**config.mk**
```make
export PLATFORM = sky130hd
export DESIGN_NAME = tac_aux_control
export DESIGN_NICKNAME = d
export VERILOG_FILES = /design/src/tac_pkg.sv /design/src/tac_aux_control.sv
export VERILOG_INCLUDE_DIRS = /design/src /design/src/src
export SDC_FILE = /design/constraint.sdc
export NUM_CORES = 1
export LEC_CHECK = 0
export ABC_AREA = 1
export ABC_CLOCK_PERIOD_IN_PS = 1350
export BUFFER_PORTS_ARGS = -buffer_cell sky130_fd_sc_hd__buf_2
export CELL_PAD_IN_SITES_DETAIL_PLACEMENT = 1
export CELL_PAD_IN_SITES_GLOBAL_PLACEMENT = 1
export CORE_ASPECT_RATIO = 1.5
export CORE_MARGIN = 3
export CORE_UTILIZATION = 35
export DETAILED_ROUTE_END_ITERATION = 12
export PLACE_DENSITY = 0.71
export SYNTH_ARGS = -nofsm -noshare
export SYNTH_HDL_FRONTEND = slang
export SYNTH_SLANG_ARGS = --single-unit
```
**constraint.sdc**
```tcl
create_clock -name ref_clk_in -period 1.35 [get_ports ref_clk_in]
set_input_delay 0.27 -clock ref_clk_in [delete_from_list [all_inputs] [get_ports ref_clk_in]]
set_output_delay 0.27 -clock ref_clk_in [all_outputs]
set_load 0.005 [all_outputs]
```
**src/tac_regs.svh**
```systemverilog
/*
 Register offsets, field positions and reset values of the TDC auxiliary control.
 Assumes a 4-bit host address and 8-bit host data.
*/
`ifndef TAC_REGS_SVH
`define TAC_REGS_SVH
// Host register addresses
`define TAC_ADDR_CTRL0      4'h0
`define TAC_ADDR_CLKDIV_A   4'h4
`define TAC_ADDR_CLKDIV_B   4'h5
`define TAC_ADDR_CTRL6      4'h6
`define TAC_ADDR_STATUS     4'h8
// Field positions
`define TAC_CTRL0_CAL_BIT   4
`define TAC_CTRL0_MUL_BIT   5
`define TAC_CTRL6_INT_BIT   7
`define TAC_STAT_CAL_BIT    0
`define TAC_STAT_MUL_BIT    1
`define TAC_DIVA_CAL_LSB    0
`define TAC_DIVA_LOOP_LSB   3
`define TAC_DIVB_RC_LSB     0
// Reset values
`define TAC_CTRL0_RST       8'h00
`define TAC_CLKDIV_A_RST    8'h00
`define TAC_CLKDIV_B_RST    8'h00
`define TAC_CTRL6_RST       8'h00
`endif

```
**src/tac_pkg.sv**
```systemverilog
/*
 Types shared by the TDC auxiliary control.
 Assumes the register header is included alongside.
*/
package tac_pkg;
    typedef logic [2:0] tac_div_sel_t;
    typedef logic [7:0] tac_byte_t;
    typedef logic [3:0] tac_addr_t;
    typedef enum logic [0:0] {
        TAC_INT_RESULT   = 1'b0,
        TAC_INT_OVERFLOW = 1'b1
    } tac_int_src_t;
endpackage

```
**src/tac_aux_control.sv**
```systemverilog
/*
 Auxiliary control of a time-to-digital converter: stop gating, interrupt flag,
 three reference clock dividers and the 8-bit host register port.
 Assumes all inputs synchronous to ref_clk_in; host strobes last several cycles.
*/
// Notes on behaviour
// - Each stop channel has its own gate; high admits, low blocks.
// - Stop gates never affect the start input.
// - Gates are sampled every clock, so single stops can be masked.
// - Interrupt source is result-register write (default) or unit overflow.
// - Interrupt source select lives in control register 6 bit 7.
// - Interrupt flag rises when the selected event occurs.
// - Three divided clocks: calibration, loop reference, RC unit control.
// - Codes 0..7 divide by 1,2,4,8,16,32,64,64; RC code 6 divides by 32.
// - Divider selects sit in host-writable registers 4 and 5.
// - Status mirrors calibrate and multiply bits of control register 0.
// - Address latch is transparent while enable is high, holds after.
`timescale 1ns/1ps
`default_nettype none
`include "tac_regs.svh"

module tac_aux_control
(
    input  wire logic                ref_clk_in,
    input  wire logic                srst_in,
    input  wire logic                start_in,
    input  wire logic                stop1_in,
    input  wire logic                stop2_in,
    input  wire logic                stop1_gate_in,
    input  wire logic                stop2_gate_in,
    input  wire logic                result_write_in,
    input  wire logic                overflow_in,
    input  wire tac_pkg::tac_addr_t  addr_in,
    input  wire logic                ale_in,
    input  wire logic                cs_n_in,
    input  wire logic                read_strobe_n_in,
    input  wire logic                write_strobe_n_in,
    input  wire tac_pkg::tac_byte_t  data_in,
    output tac_pkg::tac_byte_t       data_out,
    output logic                     data_oe_n_out,
    output logic                     start_event_out,
    output logic                     stop1_event_out,
    output logic                     stop2_event_out,
    output logic                     int_flag_out,
    output logic                     cal_tick_out,
    output logic                     loop_tick_out,
    output logic                     rc_tick_out,
    output logic                     calibrate_out,
    output logic                     multiply_out
);
    import tac_pkg::*;

    // Division factor as a mask of low counter bits; used by all three dividers
    function automatic logic [5:0] div_mask(input tac_div_sel_t sel, input logic rc);
        logic [2:0] sh;
        sh = (sel == 3'h7) ? 3'h6 : sel;
        if (rc && sel == 3'h6)
        begin
            sh = 3'h5;
        end
        div_mask = 6'((7'h01 << sh) - 7'h01);
    endfunction

    // ------------------------------------------------------------ host port
    tac_addr_t addr_latch_reg, addr_latch_next;
    tac_addr_t addr_eff;
    logic      wr_n_reg, wr_n_next;
    tac_byte_t wdata_reg, wdata_next;
    tac_byte_t ctrl0_reg, ctrl0_next;
    tac_byte_t diva_reg, diva_next;
    tac_byte_t divb_reg, divb_next;
    tac_byte_t ctrl6_reg, ctrl6_next;
    tac_byte_t rdata_reg, rdata_next;
    logic      wr_commit;
    logic      rd_active;
    logic      rd_n_reg, rd_n_next;

    // Address path
    // transparent address latch
    assign addr_eff  = ale_in ? addr_in : addr_latch_reg;
    // Write lands on the rising strobe edge, as the host expects
    assign wr_commit = !wr_n_reg && write_strobe_n_in;
    assign rd_active = !cs_n_in && !read_strobe_n_in;

    // Next state of host registers
    always_comb
    begin
        addr_latch_next = addr_eff;
        wr_n_next       = write_strobe_n_in | cs_n_in;
        wdata_next      = (!write_strobe_n_in && !cs_n_in) ? data_in : wdata_reg;
        rd_n_next       = !rd_active;
        ctrl0_next      = ctrl0_reg;
        diva_next       = diva_reg;
        divb_next       = divb_reg;
        ctrl6_next      = ctrl6_reg;
        if (wr_commit)
        begin
            unique case (addr_eff)
                `TAC_ADDR_CTRL0:    ctrl0_next = wdata_reg;
                `TAC_ADDR_CLKDIV_A: diva_next  = wdata_reg;
                `TAC_ADDR_CLKDIV_B: divb_next  = wdata_reg;
                `TAC_ADDR_CTRL6:    ctrl6_next = wdata_reg;
                default:            ctrl0_next = ctrl0_reg;
            endcase
        end
        rdata_next = 8'h00;
        unique case (addr_eff)
            `TAC_ADDR_CTRL0:    rdata_next = ctrl0_reg;
            `TAC_ADDR_CLKDIV_A: rdata_next = diva_reg;
            `TAC_ADDR_CLKDIV_B: rdata_next = divb_reg;
            `TAC_ADDR_CTRL6:    rdata_next = ctrl6_reg;
            `TAC_ADDR_STATUS:
            begin
                rdata_next[`TAC_STAT_CAL_BIT] = ctrl0_reg[`TAC_CTRL0_CAL_BIT];
                rdata_next[`TAC_STAT_MUL_BIT] = ctrl0_reg[`TAC_CTRL0_MUL_BIT];
            end
            default:            rdata_next = 8'h00;
        endcase
    end

    // Host registers
    always_ff @(posedge ref_clk_in)
    begin
        if (srst_in)
        begin
            addr_latch_reg <= 4'h0;
            wr_n_reg       <= 1'b1;
            rd_n_reg       <= 1'b1;
            wdata_reg      <= 8'h00;
            ctrl0_reg      <= `TAC_CTRL0_RST;
            diva_reg       <= `TAC_CLKDIV_A_RST;
            divb_reg       <= `TAC_CLKDIV_B_RST;
            ctrl6_reg      <= `TAC_CTRL6_RST;
            rdata_reg      <= 8'h00;
        end
        else
        begin
            addr_latch_reg <= addr_latch_next;
            wr_n_reg       <= wr_n_next;
            rd_n_reg       <= rd_n_next;
            wdata_reg      <= wdata_next;
            ctrl0_reg      <= ctrl0_next;
            diva_reg       <= diva_next;
            divb_reg       <= divb_next;
            ctrl6_reg      <= ctrl6_next;
            rdata_reg      <= rdata_next;
        end
    end

    // Bus drive; data trails the address by one clock
    // drive only during reads
    assign data_oe_n_out = !rd_active;
    assign data_out      = rdata_reg;
    assign calibrate_out = ctrl0_reg[`TAC_CTRL0_CAL_BIT];
    assign multiply_out  = ctrl0_reg[`TAC_CTRL0_MUL_BIT];

    // ---------------------------------------------------- gating and flag
    logic         start_ev_reg, start_ev_next;
    logic         stop1_ev_reg, stop1_ev_next;
    logic         stop2_ev_reg, stop2_ev_next;
    logic         int_reg, int_next;
    logic         int_event;
    logic         rd_begin;
    tac_int_src_t int_src;

    assign int_src  = tac_int_src_t'(ctrl6_reg[`TAC_CTRL6_INT_BIT]);
    assign int_event = (int_src == TAC_INT_RESULT) ? result_write_in : overflow_in;
    // Flag drops at the start of the next host read; a new event wins
    assign rd_begin = rd_active && rd_n_reg;

    always_comb
    begin
        stop1_ev_next = stop1_in & stop1_gate_in;
        stop2_ev_next = stop2_in & stop2_gate_in;
        start_ev_next = start_in;
        int_next = int_event | (int_reg & !rd_begin);
    end

    always_ff @(posedge ref_clk_in)
    begin
        if (srst_in)
        begin
            start_ev_reg <= 1'b0;
            stop1_ev_reg <= 1'b0;
            stop2_ev_reg <= 1'b0;
            int_reg      <= 1'b0;
        end
        else
        begin
            start_ev_reg <= start_ev_next;
            stop1_ev_reg <= stop1_ev_next;
            stop2_ev_reg <= stop2_ev_next;
            int_reg      <= int_next;
        end
    end

    assign start_event_out = start_ev_reg;
    assign stop1_event_out = stop1_ev_reg;
    assign stop2_event_out = stop2_ev_reg;
    assign int_flag_out    = int_reg;

    // ------------------------------------------------------------ dividers
    // One shared free counter keeps the three clocks phase related
    logic [5:0]   div_cnt_reg, div_cnt_next;
    tac_div_sel_t sel_cal, sel_loop, sel_rc;
    logic [5:0]   mask_cal, mask_loop, mask_rc;

    assign sel_cal  = diva_reg[`TAC_DIVA_CAL_LSB +: 3];
    assign sel_loop = diva_reg[`TAC_DIVA_LOOP_LSB +: 3];
    assign sel_rc   = divb_reg[`TAC_DIVB_RC_LSB +: 3];

    always_comb
    begin
        div_cnt_next = div_cnt_reg + 6'h01;
        mask_cal  = div_mask(sel_cal, 1'b0);
        mask_loop = div_mask(sel_loop, 1'b0);
        mask_rc   = div_mask(sel_rc, 1'b1);
    end

    always_ff @(posedge ref_clk_in)
    begin
        if (srst_in)
        begin
            div_cnt_reg <= 6'h00;
        end
        else
        begin
            div_cnt_reg <= div_cnt_next;
        end
    end

    assign cal_tick_out  = (div_cnt_reg & mask_cal) == mask_cal;
    assign loop_tick_out = (div_cnt_reg & mask_loop) == mask_loop;
    assign rc_tick_out   = (div_cnt_reg & mask_rc) == mask_rc;
endmodule

`default_nettype wire

```
==> flow_summary.ini <==
[drt]
ant_nets = 0
viasPerCell = 5.002
drt_wl_total_um = 9822
drt_first_pass_iters = 4
drt-initial-drc-count = 134
wl_per_cell_um = 17.20
drc = 0
via_count = 2856

[critical_path]
r2r-start = addr_latch_reg[3]$_SDFF_PP0_
critPathSlowestCell = dfxtp_2
critical_path.max_stage_delay_ps = 330
rr_worst_depth = 9
critPathTopFamily = flip-flops
crit_arrival_ps = 1320
crit_start = div_cnt_reg[1]$_SDFF_PP0_
crit_cells = 8
cp_cell_sequence = nand2_4, buf_6, inv_6, o21ai_4, o21ai_2, nand2_1, inv_1, buf_2
critPathLaunchType = flip-flop
critPathRequiredTime_ps = 1080
crit_type = reg2out
r2r_slack_ps = -100
worstSetupEndpoint = loop_tick_out
critPathMaxFanout = 3
endpoint_kind = primary output
regToRegEndpoint = divb_reg[2]$_SDFFE_PP0P_
crit_buf_inv = 4

[timing]
hold_violations = 0
finalSetupViolCount = 26
post-route-min-period_ps = 1587
setup_slack_ps = -237.1
rsz0062_at_grt = yes
fin_crit_sh_pct = 117.6
worst_pin_slew_ps = 542.5
skew_ps = 7.396
relSlewSlack_pct = 63.83
holdWs_ps = 126.5
max_clock_freq_ghz = 0.6301
slew_violations = 0

[die]
core_mm2 = 0.007710
start_util_pct = 36.34
ios = 43
dieWidth_um = 79.05
die_y_um = 115.6
dieArea_mm2 = 0.009136
fp-row-count = 39

[clock_network]
root_buffer = clkbuf_16
htreeDepth = 3
clk_latency_ps = 340
path_clk_slew_ps = 60
cts_buffers = 9
cts_max_path_buffers = 2
cts_hold_buf = 0
cts_sinks = 64
cts_tree = done

[synth]
syn_avg_cell_area_um2 = 7.314
yosysSeqAreaShare_pct = 45.73
synth_warnings = 0
synth.distinct_cells = 28
ys_ff_latch = 64
syn-num-nets = 409
synthesis.instances = 383
syn_area_mm2 = 0.002801

[finish]
postLayoutCoreUtil_pct = 55.08
mostFrequentLayoutCells = nand2_1 (63), dfxtp_1 (51), nor2_1 (46)
final_common_cell = nand2_1
nNetsFinal = 490
diodes = 0
drive_above_1_share_pct = 48.19
area_growth_pct = 51.59

[grt]
grt_pass1_vias = 2863
grt_pass1_wl_um = 14180
grt_start_max_net_pins = 38
antenna_found_initial = 0
gr-total-overflow = 0
grt_usage_pct = 20.48

[power]
p_leak_nw = 1.742
pwr_density_cell_mw_per_mm2 = 1175
vdd_drop_max_v = 0.0007616

[flow_run]
maxCapViolCount = 0

[run_status]
violations = setup timing
status = finished, violations left

[place]
gp_congestion = 0.7982
dp_hpwl_um = 5935
numPortBuffers = 42

[worst_hold_path]
hold_class = in2reg
## metrics by stage
step	setup slack (ps)	setup TNS, ps	total power, mW	std cells	instance area, um2
floorplan	-8.336	-8.336	2.224	383	2825
global placement	-230.2	-5361	2.376	540	3279
detailed placement	-294.3	-7295	2.387	540	3279
CTS	-225.4	-892.3	4.921	562	3754
global route	-318.7	-4405	5.138	571	4247
finish	-237.1	-2199	4.990	571	4247
## cell families (layout without fill, tap and decap cells)
| kind of cell | after synthesis | count (layout) | synth area share [%] |
|---|---|---|---|
| AND/OR/NAND/NOR | 211 | 211 | 33.90 |
| adder cells (fa/ha/maj) | 1 | 1 | 0.4466 |
| flip-flops | 64 | 64 | 45.73 |
| AO/OA/AOI/OAI | 62 | 62 | 11.93 |
| buffers and inverters | 43 | 129 | 7.369 |
| XOR/XNOR | 2 | 2 | 0.6254 |
## worst min path at each step
stage	start	to	slack [ps]	cells past startpoint
3_5_place_dp	ctrl6_reg[2]$_SDFFE_PP0P_	ctrl6_reg[2]$_SDFFE_PP0P_	450	2
6_report	read_strobe_n_in	rd_n_reg$_SDFF_PP1_	130	3
4_1_cts	read_strobe_n_in	rd_n_reg$_SDFF_PP1_	130	3
2_1_floorplan	start_in	start_event_out$_SDFF_PP0_	380	2
5_1_grt	stop1_gate_in	stop1_event_out$_SDFF_PP0_	150	3
3_3_place_gp	divb_reg[4]$_SDFFE_PP0P_	divb_reg[4]$_SDFFE_PP0P_	450	2
## report_power, final
| part | switching (mW) | internal [mW] | total, mW |
|---|---|---|---|
| clock network | 0.919 | 1.61 | 2.53 |
| registers | 0.0548 | 1.93 | 1.98 |
| logic | 0.281 | 0.194 | 0.475 |
| total | 1.25 | 3.74 | 4.99 |
## layout make-up
cell class,count,area [um2]
multi-input combinational,276,1775
tap,102,127.6
inverter,29,123.9
sequential,64,1308
fill,952,3463
timing repair buffer,84,590.6
clock inverter,7,96.34
clock buffer,9,225.2
## what timing repair did
item,CTS,global route
endpoints found under the setup margin,20,40
gates cloned,1,1
pin swaps,20,40
buffers inserted,5,10
gates resized for setup,46,119
## synthesized netlist by cell type
| library cell | n | area, um2 |
|---|---|---|
| a21oi_1 | 34 | 170.2 |
| a21oi_2 | 2 | 17.52 |
| a31oi_1 | 1 | 6.260 |
| buf_1 | 1 | 3.750 |
| buf_2 | 2 | 10.01 |
| buf_6 | 5 | 56.30 |
| clkbuf_1 | 6 | 22.52 |
| dfxtp_1 | 64 | 1281 |
| ha_1 | 1 | 12.51 |
| inv_1 | 28 | 105.1 |
| inv_6 | 1 | 8.760 |
| nand2_1 | 107 | 401.6 |
| nand2_2 | 5 | 31.28 |
| nand2_4 | 6 | 67.56 |
| nand3_1 | 34 | 170.2 |
| nand3_2 | 2 | 20.02 |
| nor2_1 | 53 | 198.9 |
| nor2_4 | 1 | 11.26 |
| nor3_4 | 3 | 48.80 |
| o2111ai_1 | 1 | 8.760 |
| o211ai_1 | 1 | 7.510 |
| o21ai_0 | 18 | 90.09 |
| o21ai_1 | 2 | 10.01 |
| o21bai_1 | 1 | 7.510 |
| o31ai_1 | 1 | 7.510 |
| o32ai_1 | 1 | 8.760 |
| xnor2_1 | 1 | 8.760 |
| xor2_1 | 1 | 8.760 |
## metal layers
metal	routed length, um	global-route usage (%)
met1	3856	21.59
met2	5295	37.63
met3	288	5.210
met4	382	9.633
met5	0	0
## worst reg2reg max path: cells and delay by family, from the launching register on
family          cells  cell delay (ps)
simple gates        6              710
compound gates      1               60
buf+inv             2              220
flops               1              330
Note: power is estimated with default switching activity, not from simulation.
